$ cat config.mk
export PLATFORM = sky130hd
export DESIGN_NAME = spi_conv_dev_flat
export DESIGN_NICKNAME = d
export VERILOG_FILES = /design/src/pkg/spi_link_pkg.sv /design/src/pkg/spi_link_if.sv /design/src/core/spi_conv_dev.sv /design/src/flat_wrapper.sv
export VERILOG_INCLUDE_DIRS = /design/src /design/src/pkg
export SDC_FILE = /design/constraint.sdc
export NUM_CORES = 1
export LEC_CHECK = 0
export ABC_CLOCK_PERIOD_IN_PS = 4720
export BUFFER_PORTS_ARGS = -buffer_cell sky130_fd_sc_hd__buf_2
export CORE_ASPECT_RATIO = 1.1
export CORE_UTILIZATION = 45
export DETAILED_ROUTE_END_ITERATION = 10
export GPL_TIMING_DRIVEN = 0
export PLACE_DENSITY_LB_ADDON = 0.12
export REMOVE_ABC_BUFFERS = 1
export SLEW_MARGIN = 20
export SYNTH_ARGS = -nofsm -noshare
export SYNTH_HDL_FRONTEND = slang
export SYNTH_SLANG_ARGS = --single-unit
$ cat constraint.sdc
create_clock -name clk_sys -period 4.72 [get_ports clk_sys]
set_clock_uncertainty 0.1 [all_clocks]
set_input_delay 0.944 -clock clk_sys [delete_from_list [all_inputs] [get_ports clk_sys]]
set_output_delay 0.944 -clock clk_sys [all_outputs]
set_load 0.1 [all_outputs]
$ cat src/pkg/spi_link_map.svh
// spi_link_map.svh: offsets, field positions, opcodes and counts of the serial link
// assumes inclusion by bare name from both ends of the link
`ifndef SPI_LINK_MAP_SVH
`define SPI_LINK_MAP_SVH
`define WORD_TOP 31
`define MIN_WRITE_BITS 6'h20
`define WORD_CLKS 6'h20
`define HALF_WORD_CLKS 6'h10
`define OP_MSB 31
`define OP_LSB 24
`define ADDR_MSB 23
`define ADDR_LSB 16
`define DATA_MSB 7
`define DATA_LSB 0
`define OP_WRITE 8'hD0
`define ADDR_IN_CTL 8'h08
`define ADDR_OUT_CTL 8'h0C
`define ADDR_DOUT_CTL 8'h10
`define MODE_RESET 2'h0
`define CTL_RESET 8'h00
`define OUT_RD_MSB 1
`define OUT_RD_LSB 0
`define OUT_LANE_MSB 3
`define OUT_LANE_LSB 2
`define OUT_CLKSEL 6
`define DUAL_LANE 2'h3
`define RD_SPI 2'h0
`define DOUT_CHAIN 0
`define DOUT_SUPPLY 1
`define DOUT_INPUT 2
`define DOUT_RANGE 3
`define DOUT_PARITY 4
`define W_CHAIN 5'h4
`define W_SUPPLY 5'h2
`define W_INPUT 5'h4
`define W_RANGE 5'h4
`define W_PARITY 5'h2
`define TAIL_BITS 5'h10
`define HR_GO 2'h0
`define HR_TX 2'h1
`define HR_RX 2'h2
`define HR_STAT 2'h3
`define GO_BITS_MSB 6
`define GO_BITS_LSB 0
`define GO_MODE_MSB 9
`define GO_MODE_LSB 8
`define GO_DUAL 10
`define GO_SRC 11
`define SYNC_RESET 3'h2
`endif

$ cat src/pkg/spi_link_pkg.sv
// spi_link_pkg: types shared by both ends of the serial link
// assumes spi_link_map.svh carries every number
package spi_link_pkg;
  typedef logic [31:0] word_type;
  typedef enum {H_IDLE, H_LEAD, H_EDGE, H_TAIL, H_GAP} host_state_type;
endpackage : spi_link_pkg

$ cat src/pkg/spi_link_if.sv
// spi_link_if: the pins between host controller and converter
// assumes every pin is one-way; both ends run on their own system clock
`timescale 1ns/100ps
interface spi_link_if;
  logic sclk;
  logic convert_select_pin_n;
  logic sdi;
  logic serial_out_lane_first;
  logic shared_alarm_output_pin;
  logic strobe_clock_pin;
  modport dev (input sclk, input convert_select_pin_n, input sdi,
               output serial_out_lane_first, output shared_alarm_output_pin, output strobe_clock_pin);
  modport host (output sclk, output convert_select_pin_n, output sdi,
                input serial_out_lane_first, input shared_alarm_output_pin, input strobe_clock_pin);
endinterface : spi_link_if

$ cat src/core/spi_conv_dev.sv
// spi_conv_dev: converter end of the serial link, protocol select, read framing, chain and lanes
// assumes link pins are asynchronous to clk_sys and each level lasts well over three clocks
// Notes on behaviour
// - result high half, then chain, alarm, range, parity
// - writes accepted in all four clock modes
// - mode 0..3 map polarity and capture edge
// - reset selects idle-low rising-capture mode
// - host changes mode using current mode
// - selected mode governs reads and writes
// - writes need at least 32 clocks
// - first bit launch depends on mode
// - host sets read select zero for SPI
// - read select picks source-synchronous reads
// - strobe low throughout SPI read frames
// - short frames read leading bits only
// - long frames shift input bits onward while output control is zero
// - lane config 11b makes shared pin lane
// - dual lane launches two bits per edge
// - dual lane needs half the clocks
// - source-synchronous mode forwards clock on strobe
// - forwarded clock from host clock or internal
// - dual lane halves forwarded clock cycles
// - command acts at select rising edge
// - host commands are exactly 32 bits
//
// The address map and the Avalon-MM slave port are this design's own decisions.
`timescale 1ns/100ps
`include "spi_link_map.svh"
module spi_conv_dev #(
  parameter int SRC_HALF = 8
) (
  input wire logic clk_sys,
  input wire logic rstn,
  spi_link_if.dev link,
  input wire logic [15:0] conv_result,
  input wire logic [3:0] chain_id,
  input wire logic [1:0] supply_alarm,
  input wire logic [3:0] input_alarm,
  input wire logic [3:0] range_flags,
  output logic [1:0] host_protocol_select,
  output logic [1:0] read_protocol_select,
  output logic [1:0] second_lane_config,
  output logic forwarded_clock_source_select,
  output logic conv_start
);
  // output word: result, then enabled flags in fixed order, zeros after
  function automatic spi_link_pkg::word_type build_word(input logic [15:0] res, input logic [7:0] ctl,
      input logic [3:0] chn, input logic [1:0] sup, input logic [3:0] inp, input logic [3:0] rng);
    logic [15:0] acc;
    logic [4:0] used;
    acc = 16'h0;
    used = 5'h0;
    if (ctl[`DOUT_CHAIN]) begin
      acc = (acc << `W_CHAIN) | {12'h0, chn};
      used = used + `W_CHAIN;
    end
    if (ctl[`DOUT_SUPPLY]) begin
      acc = (acc << `W_SUPPLY) | {14'h0, sup};
      used = used + `W_SUPPLY;
    end
    if (ctl[`DOUT_INPUT]) begin
      acc = (acc << `W_INPUT) | {12'h0, inp};
      used = used + `W_INPUT;
    end
    if (ctl[`DOUT_RANGE]) begin
      acc = (acc << `W_RANGE) | {12'h0, rng};
      used = used + `W_RANGE;
    end
    if (ctl[`DOUT_PARITY]) begin
      acc = (acc << `W_PARITY) | {14'h0, ^res, ^acc};
      used = used + `W_PARITY;
    end
    acc = acc << (`TAIL_BITS - used);
    return {res, acc};
  endfunction : build_word

  // three-stage synchronisers, bit 0 sclk, bit 1 select, bit 2 sdi
  logic [2:0] sync1_r;
  logic [2:0] sync2_r;
  logic [2:0] sync3_r;
  logic [2:0] filt_r;
  logic [2:0] prev_r;
  wire logic [2:0] agree = ~(sync2_r ^ sync3_r);
  wire logic [2:0] filt_nxt = (agree & sync3_r) | (~agree & filt_r);

  always_ff @(posedge clk_sys or negedge rstn) begin
    if (!rstn) begin
      sync1_r <= `SYNC_RESET;
      sync2_r <= `SYNC_RESET;
      sync3_r <= `SYNC_RESET;
      filt_r <= `SYNC_RESET;
      prev_r <= `SYNC_RESET;
    end else begin
      sync1_r <= {link.sdi, link.convert_select_pin_n, link.sclk};
      sync2_r <= sync1_r;
      sync3_r <= sync2_r;
      filt_r <= filt_nxt;
      prev_r <= filt_r;
    end
  end

  // configuration, frame and pin state
  logic [1:0] mode_r;
  logic [7:0] out_ctl_r;
  logic [7:0] dout_ctl_r;
  logic [31:0] rx_r;
  logic [5:0] bit_cnt_r;
  logic [31:0] shreg_r;
  logic din_r;
  logic first_r;
  logic [5:0] src_cnt_r;
  logic [7:0] div_r;
  logic strobe_r;
  logic sdo0_r;
  logic sdo1_r;
  logic start_r;

  // edge and mode decoding
  wire logic active = ~filt_r[1];
  wire logic cs_fall = prev_r[1] & ~filt_r[1];
  wire logic cs_rise = ~prev_r[1] & filt_r[1];
  wire logic sclk_rise = active & ~prev_r[0] & filt_r[0];
  wire logic sclk_fall = active & prev_r[0] & ~filt_r[0];
  wire logic cpol = mode_r[1];
  wire logic cpha = mode_r[0];
  wire logic lead = cpol ? sclk_fall : sclk_rise;
  wire logic trail = cpol ? sclk_rise : sclk_fall;
  wire logic capture = cpha ? trail : lead;
  wire logic launch = cpha ? lead : trail;
  wire logic src = out_ctl_r[`OUT_RD_MSB:`OUT_RD_LSB] != `RD_SPI;
  wire logic dual = out_ctl_r[`OUT_LANE_MSB:`OUT_LANE_LSB] == `DUAL_LANE;
  wire logic int_clk = out_ctl_r[`OUT_CLKSEL];
  wire logic [5:0] limit = dual ? `HALF_WORD_CLKS : `WORD_CLKS;
  wire logic tick = div_r == 8'(SRC_HALF - 1);
  wire logic rise_ev = int_clk ? (tick & ~strobe_r) : lead;
  wire logic fall_ev = int_clk ? (tick & strobe_r) : trail;
  wire logic src_shift = src & active & fall_ev & strobe_r;
  wire logic spi_shift = ~src & launch & ~(cpha & first_r);
  wire logic chain_in = (out_ctl_r == `CTL_RESET) & din_r;
  wire logic [31:0] shift_nxt = dual ? {shreg_r[29:0], 2'h0} : {shreg_r[30:0], chain_in};
  wire logic write_ok = bit_cnt_r >= `MIN_WRITE_BITS;
  wire logic is_write = rx_r[`OP_MSB:`OP_LSB] == `OP_WRITE;
  wire logic [7:0] wr_addr = rx_r[`ADDR_MSB:`ADDR_LSB];
  wire logic [7:0] wr_data = rx_r[`DATA_MSB:`DATA_LSB];
  wire logic take = cs_rise & write_ok & is_write;

  // command capture; only the first 32 bits form a command
  always_ff @(posedge clk_sys or negedge rstn) begin
    if (!rstn) begin
      rx_r <= 32'h0;
      bit_cnt_r <= 6'h0;
      din_r <= 1'b0;
    end else if (cs_fall) begin
      bit_cnt_r <= 6'h0;
    end else if (active & capture) begin
      din_r <= filt_r[2];
      if (!write_ok) begin
        rx_r <= {rx_r[30:0], filt_r[2]};
        bit_cnt_r <= bit_cnt_r + 6'h1;
      end
    end
  end

  // register writes land at the end of the frame, so the mode change hits the next frame
  always_ff @(posedge clk_sys or negedge rstn) begin
    if (!rstn) begin
      mode_r <= `MODE_RESET;
      out_ctl_r <= `CTL_RESET;
      dout_ctl_r <= `CTL_RESET;
      start_r <= 1'b0;
    end else begin
      start_r <= cs_rise;
      if (take && wr_addr == `ADDR_IN_CTL) begin
        mode_r <= wr_data[1:0];
      end
      if (take && wr_addr == `ADDR_OUT_CTL) begin
        out_ctl_r <= wr_data;
      end
      if (take && wr_addr == `ADDR_DOUT_CTL) begin
        dout_ctl_r <= wr_data;
      end
    end
  end

  // output shift register; a short frame simply leaves the tail unsent
  always_ff @(posedge clk_sys or negedge rstn) begin
    if (!rstn) begin
      shreg_r <= 32'h0;
      first_r <= 1'b0;
    end else if (cs_fall) begin
      shreg_r <= build_word(conv_result, dout_ctl_r, chain_id, supply_alarm, input_alarm, range_flags);
      first_r <= 1'b1;
    end else if (active & (spi_shift | src_shift)) begin
      shreg_r <= shift_nxt;
      first_r <= 1'b0;
    end else if (active & launch) begin
      first_r <= 1'b0;
    end
  end

  // forwarded strobe; internal source divides clk_sys, external follows sclk
  always_ff @(posedge clk_sys or negedge rstn) begin
    if (!rstn) begin
      strobe_r <= 1'b0;
      src_cnt_r <= 6'h0;
      div_r <= 8'h0;
    end else if (!src || !active) begin
      strobe_r <= 1'b0;
      src_cnt_r <= 6'h0;
      div_r <= 8'h0;
    end else begin
      div_r <= tick ? 8'h0 : div_r + 8'h1;
      if (rise_ev && src_cnt_r < limit) begin
        strobe_r <= 1'b1;
        src_cnt_r <= src_cnt_r + 6'h1;
      end else if (fall_ev) begin
        strobe_r <= 1'b0;
      end
    end
  end

  // pin registers; shared pin carries the alarm unless dual lane is on
  always_ff @(posedge clk_sys or negedge rstn) begin
    if (!rstn) begin
      sdo0_r <= 1'b0;
      sdo1_r <= 1'b0;
    end else begin
      sdo0_r <= shreg_r[`WORD_TOP];
      sdo1_r <= dual ? shreg_r[`WORD_TOP - 1] : |{supply_alarm, input_alarm};
    end
  end

  assign link.serial_out_lane_first = sdo0_r;
  assign link.shared_alarm_output_pin = sdo1_r;
  assign link.strobe_clock_pin = strobe_r;
  assign host_protocol_select = mode_r;
  assign read_protocol_select = out_ctl_r[`OUT_RD_MSB:`OUT_RD_LSB];
  assign second_lane_config = out_ctl_r[`OUT_LANE_MSB:`OUT_LANE_LSB];
  assign forwarded_clock_source_select = out_ctl_r[`OUT_CLKSEL];
  assign conv_start = start_r;
endmodule : spi_conv_dev

$ cat src/flat_wrapper.sv
// flat-port wrapper written by rule: the top's interface ports become plain ports
module spi_conv_dev_flat 
#(
  parameter int SRC_HALF = 8
)
  (clk_sys, rstn, conv_result, chain_id, supply_alarm, input_alarm, range_flags, host_protocol_select, read_protocol_select, second_lane_config, forwarded_clock_source_select, conv_start, link_sclk, link_convert_select_pin_n, link_sdi, link_serial_out_lane_first, link_shared_alarm_output_pin, link_strobe_clock_pin);
  spi_link_if link_i ();
  input wire logic clk_sys;
  input wire logic rstn;
  input wire logic [15:0] conv_result;
  input wire logic [3:0] chain_id;
  input wire logic [1:0] supply_alarm;
  input wire logic [3:0] input_alarm;
  input wire logic [3:0] range_flags;
  output logic [1:0] host_protocol_select;
  output logic [1:0] read_protocol_select;
  output logic [1:0] second_lane_config;
  output logic forwarded_clock_source_select;
  output logic conv_start;
  input wire logic [$bits(link_i.sclk)-1:0] link_sclk;
  input wire logic [$bits(link_i.convert_select_pin_n)-1:0] link_convert_select_pin_n;
  input wire logic [$bits(link_i.sdi)-1:0] link_sdi;
  output wire logic [$bits(link_i.serial_out_lane_first)-1:0] link_serial_out_lane_first;
  output wire logic [$bits(link_i.shared_alarm_output_pin)-1:0] link_shared_alarm_output_pin;
  output wire logic [$bits(link_i.strobe_clock_pin)-1:0] link_strobe_clock_pin;
  assign link_i.sclk = link_sclk;
  assign link_i.convert_select_pin_n = link_convert_select_pin_n;
  assign link_i.sdi = link_sdi;
  assign link_serial_out_lane_first = link_i.serial_out_lane_first;
  assign link_shared_alarm_output_pin = link_i.shared_alarm_output_pin;
  assign link_strobe_clock_pin = link_i.strobe_clock_pin;
  spi_conv_dev #(.SRC_HALF(SRC_HALF)) u_core (.clk_sys(clk_sys), .rstn(rstn), .link(link_i), .conv_result(conv_result), .chain_id(chain_id), .supply_alarm(supply_alarm), .input_alarm(input_alarm), .range_flags(range_flags), .host_protocol_select(host_protocol_select), .read_protocol_select(read_protocol_select), .second_lane_config(second_lane_config), .forwarded_clock_source_select(forwarded_clock_source_select), .conv_start(conv_start));
endmodule
==> results.yml <==
run_status:
  outcome: "finished, final reports clean"
floorplan:
  fp.dieH_um: 133
  num_rows: 47
  initial_core_util: 0.462
  fp.dieW_um: 121
  core_region_area_um2: 15100
  die-area_um2: 16000
  ioPinCount: 46
layout:
  multi_input_area_um2: 3750
  final_area_um2: 8060
  final_nets: 877
  regArea_um2: 2990
  stdcell_count: 1042
  fin_util: 0.533
  syn_to_final_growth_pct: 15.4
  fillers: 1398
  drive_gt1_frac: 0.156
  diodes: 0
timing:
  finalSetupViolations: 0
  timing.final.max_slew_violations: 0
  hold_ws_ns: 0.256
  tightest_slew_ns: 1.09
  period_share: 0.908
  setup_slack_ns: 0.436
  tns_ns: 0
  rsz0062_at_grt: "false"
  relSlewSlack: 0.271
  fin_crit_ns: 4.28
  fmax_mhz: 233
  hold_viol_final: 0
yosys:
  synth_ff_type: "dfrtp_1"
  synth_edf_count: 0
  synth_cell_types: 78
  synthTopCellsByArea: "dfrtp_1 41%, nand2_1 11%, a21oi_1 4.0%, o21ai_0 3.4%, xnor2_1 3.3%"
  ys_warn_count: 0
  postSynthAreaPerCell_um2: 8.61
  synth-async-reset-ratio: 1.00
  ys_seq_area_frac: 0.427
  synth_top_area_frac: 0.409
  syn_area_um2: 6980
  yosysTopAreaCell: "dfrtp_1"
  ys_ff_latch: 119
  syn-instance-count: 811
min_path:
  min_path_type: "reg -> reg"
  whs_path_depth: 0
power:
  irDropWorstVdd_v: 0.000348
  power.total_mw: 3.14
  p_per_area_nw_per_um2: 390
  p_leak_nw: 3.54
placement:
  place.gp.congestion: 0.836
  numPortBuffers: 45
  dpl-instance-area_um2: 7400
  dp_slack_ns: 0.255
  hpwl_um: 11400
  dp.cells: 1010
cts:
  path_clk_slew_ns: 0.06
  cts_max_path_buffers: 2
  cts_inserted_buffers: 17
  cts_sinks: 119
  postCtsResizedCells: 0
  cts_tree: "done"
  clock_latency_ns: 0.41
  cts_max_level: 4
  cts_setup_buffers: 0
  root_buffer: "clkbuf_16"
  ctsHoldBuffers: 0
setup_path:
  required_ns: 4.90
  end_kind: "flip-flop"
  cp_num_cells: 12
  rr_worst_depth: 12
  startpoint: "u_core.dout_ctl_r[0]$_DFFE_PN0P_"
  worstPathArrival_ns: 4.46
  r2r_slack_ns: 0.44
  cp.buffers_inverters: 2
  crit_fanout: 23
  start_kind: "flip-flop"
  worst_path_max_delay_cell: "dfrtp_1"
  crit_chain: "inv_1 -> ha_1 -> xor2_1 -> ha_1 -> mux2i_1 -> ha_1 -> inv_1 -> nand3_1 -> o21ai_0 -> o21a_1 -> o31ai_1 -> a2bb2oi_1"
  crit_type: "reg -> reg"
  reg2reg_from: "u_core.dout_ctl_r[0]$_DFFE_PN0P_"
  crit_family: "adder cells"
  r2r_end: "u_core.shreg_r[14]$_DFFE_PN0P_"
  max_stage_delay_ns: 0.80
  cp-endpoint: "u_core.shreg_r[14]$_DFFE_PN0P_"
  cp_common_cell: "ha_1"
grt:
  grt_max_degree: 64
  grt-ovfl-total: 0
  grt_pass1_vias: 5691
  grtUsageTotal: 0.223
  antenna_found_initial: 0
  grt_pass1_wl_um: 28400
route:
  vias: 5852
  post_drt_wl_per_cell_um: 15.9
  first_pass_iters: 5
  drc: 0
  initialDrtViolationCount: 421
  ant_nets: 0
  wirelength_um: 16600
  via_per_inst: 5.62
job:
  cap_viol_max_count: 0
-- cell usage in the layout (no fill, tap or decap), types with 6 or more instances in the layout --
cell / n
a21oi_1: 56
dfrtp_1: 113
xor2_1: 13
buf_2: 45
nor3_1: 18
nand4_1: 9
inv_1: 13
or2_2: 6
clkbuf_16: 17
nor2_1: 45
a211o_1: 6
a31oi_1: 8
nand2_1: 200
nand3_1: 13
mux2i_1: 22
ha_1: 9
o21ai_0: 47
a211oi_1: 10
xnor2_1: 26
and3_1: 7
mux2_2: 15
-- cells by family (layout without fill, tap and decap cells) --
group	after synthesis	in the layout	share of synthesized area
mux	38	38	0.0589
compound gates	192	192	0.177
buf+inv	68	103	0.0403
simple gates	342	342	0.224
fa+ha+maj	12	12	0.0204
flops	119	119	0.427
xor+xnor	40	40	0.0521
-- where the power goes --
part           switching [mW]  internal [mW]
combinational           0.255          0.187
sequential              0.113           1.16
clock                   0.468          0.964
-- worst reg2reg max path, stage by stage, from the launching register on --
cell and delay (ns):
dfrtp_1 0.80, inv_1 0.33, ha_1 0.42, xor2_1 0.17, ha_1 0.31, mux2i_1 0.11
ha_1 0.71, inv_1 0.32, nand3_1 0.15, o21ai_0 0.09, o21a_1 0.22, o31ai_1 0.32
a2bb2oi_1 0.11
-- routing by layer --
layer,share of wire,track usage,up-vias
met5,0,0,-
met4,0.024,0.0940,0
met3,0.036,0.0409,26
met2,0.49,0.358,123
met1,0.45,0.296,2811
li1,-,-,2892
-- Yosys cell counts, types with 7 or more instances --
cell type / count
and3_1: 7
xnor2_1: 26
mux2i_1: 22
nand3_1: 13
a21oi_1: 56
mux2_2: 15
a211oi_1: 10
xor2_1: 13
dfrtp_1: 114
clkbuf_1: 34
nor2_1: 45
nand4_1: 9
inv_1: 13
ha_1: 9
o21ai_0: 48
a31oi_1: 8
nor3_1: 18
nand2_1: 200
-- worst min-delay path by stage --
stage	to	from
after global routing	u_core.sync2_r[1]$_DFF_PN1_	u_core.sync1_r[1]$_DFF_PN1_
after CTS	u_core.sync2_r[1]$_DFF_PN1_	u_core.sync1_r[1]$_DFF_PN1_
after detailed placement	u_core.sync2_r[2]$_DFF_PN0_	u_core.sync1_r[2]$_DFF_PN0_
after floorplan	u_core.sync2_r[0]$_DFF_PN0_	u_core.sync1_r[0]$_DFF_PN0_
after global placement	u_core.sync2_r[2]$_DFF_PN0_	u_core.sync1_r[2]$_DFF_PN0_
final	u_core.sync2_r[1]$_DFF_PN1_	u_core.sync1_r[1]$_DFF_PN1_
-- registers in the layout, indices dropped and copies added (netlist names), 2 cells and up, named ones only --
name,flops
u_core.bit_cnt_r,6
u_core.div_r,8
u_core.dout_ctl_r,5
u_core.host_protocol_select,2
u_core.out_ctl_r,8
u_core.prev_r,2
u_core.rx_r,32
u_core.shreg_r,32
u_core.src_cnt_r,6
u_core.sync1_r,3
u_core.sync2_r,3
u_core.sync3_r,3
-- layout make-up --
cell class / instances / share of cell area
inverters: 17 / 0.00792
flip-flops and latches: 119 / 0.371
clock buffers: 20 / 0.0567
well taps: 196 / 0.0304
clock inverters: 12 / 0.0247
multi-input cells: 624 / 0.466
repair buffers: 54 / 0.0436
Note: power is estimated with default switching activity, not from simulation.
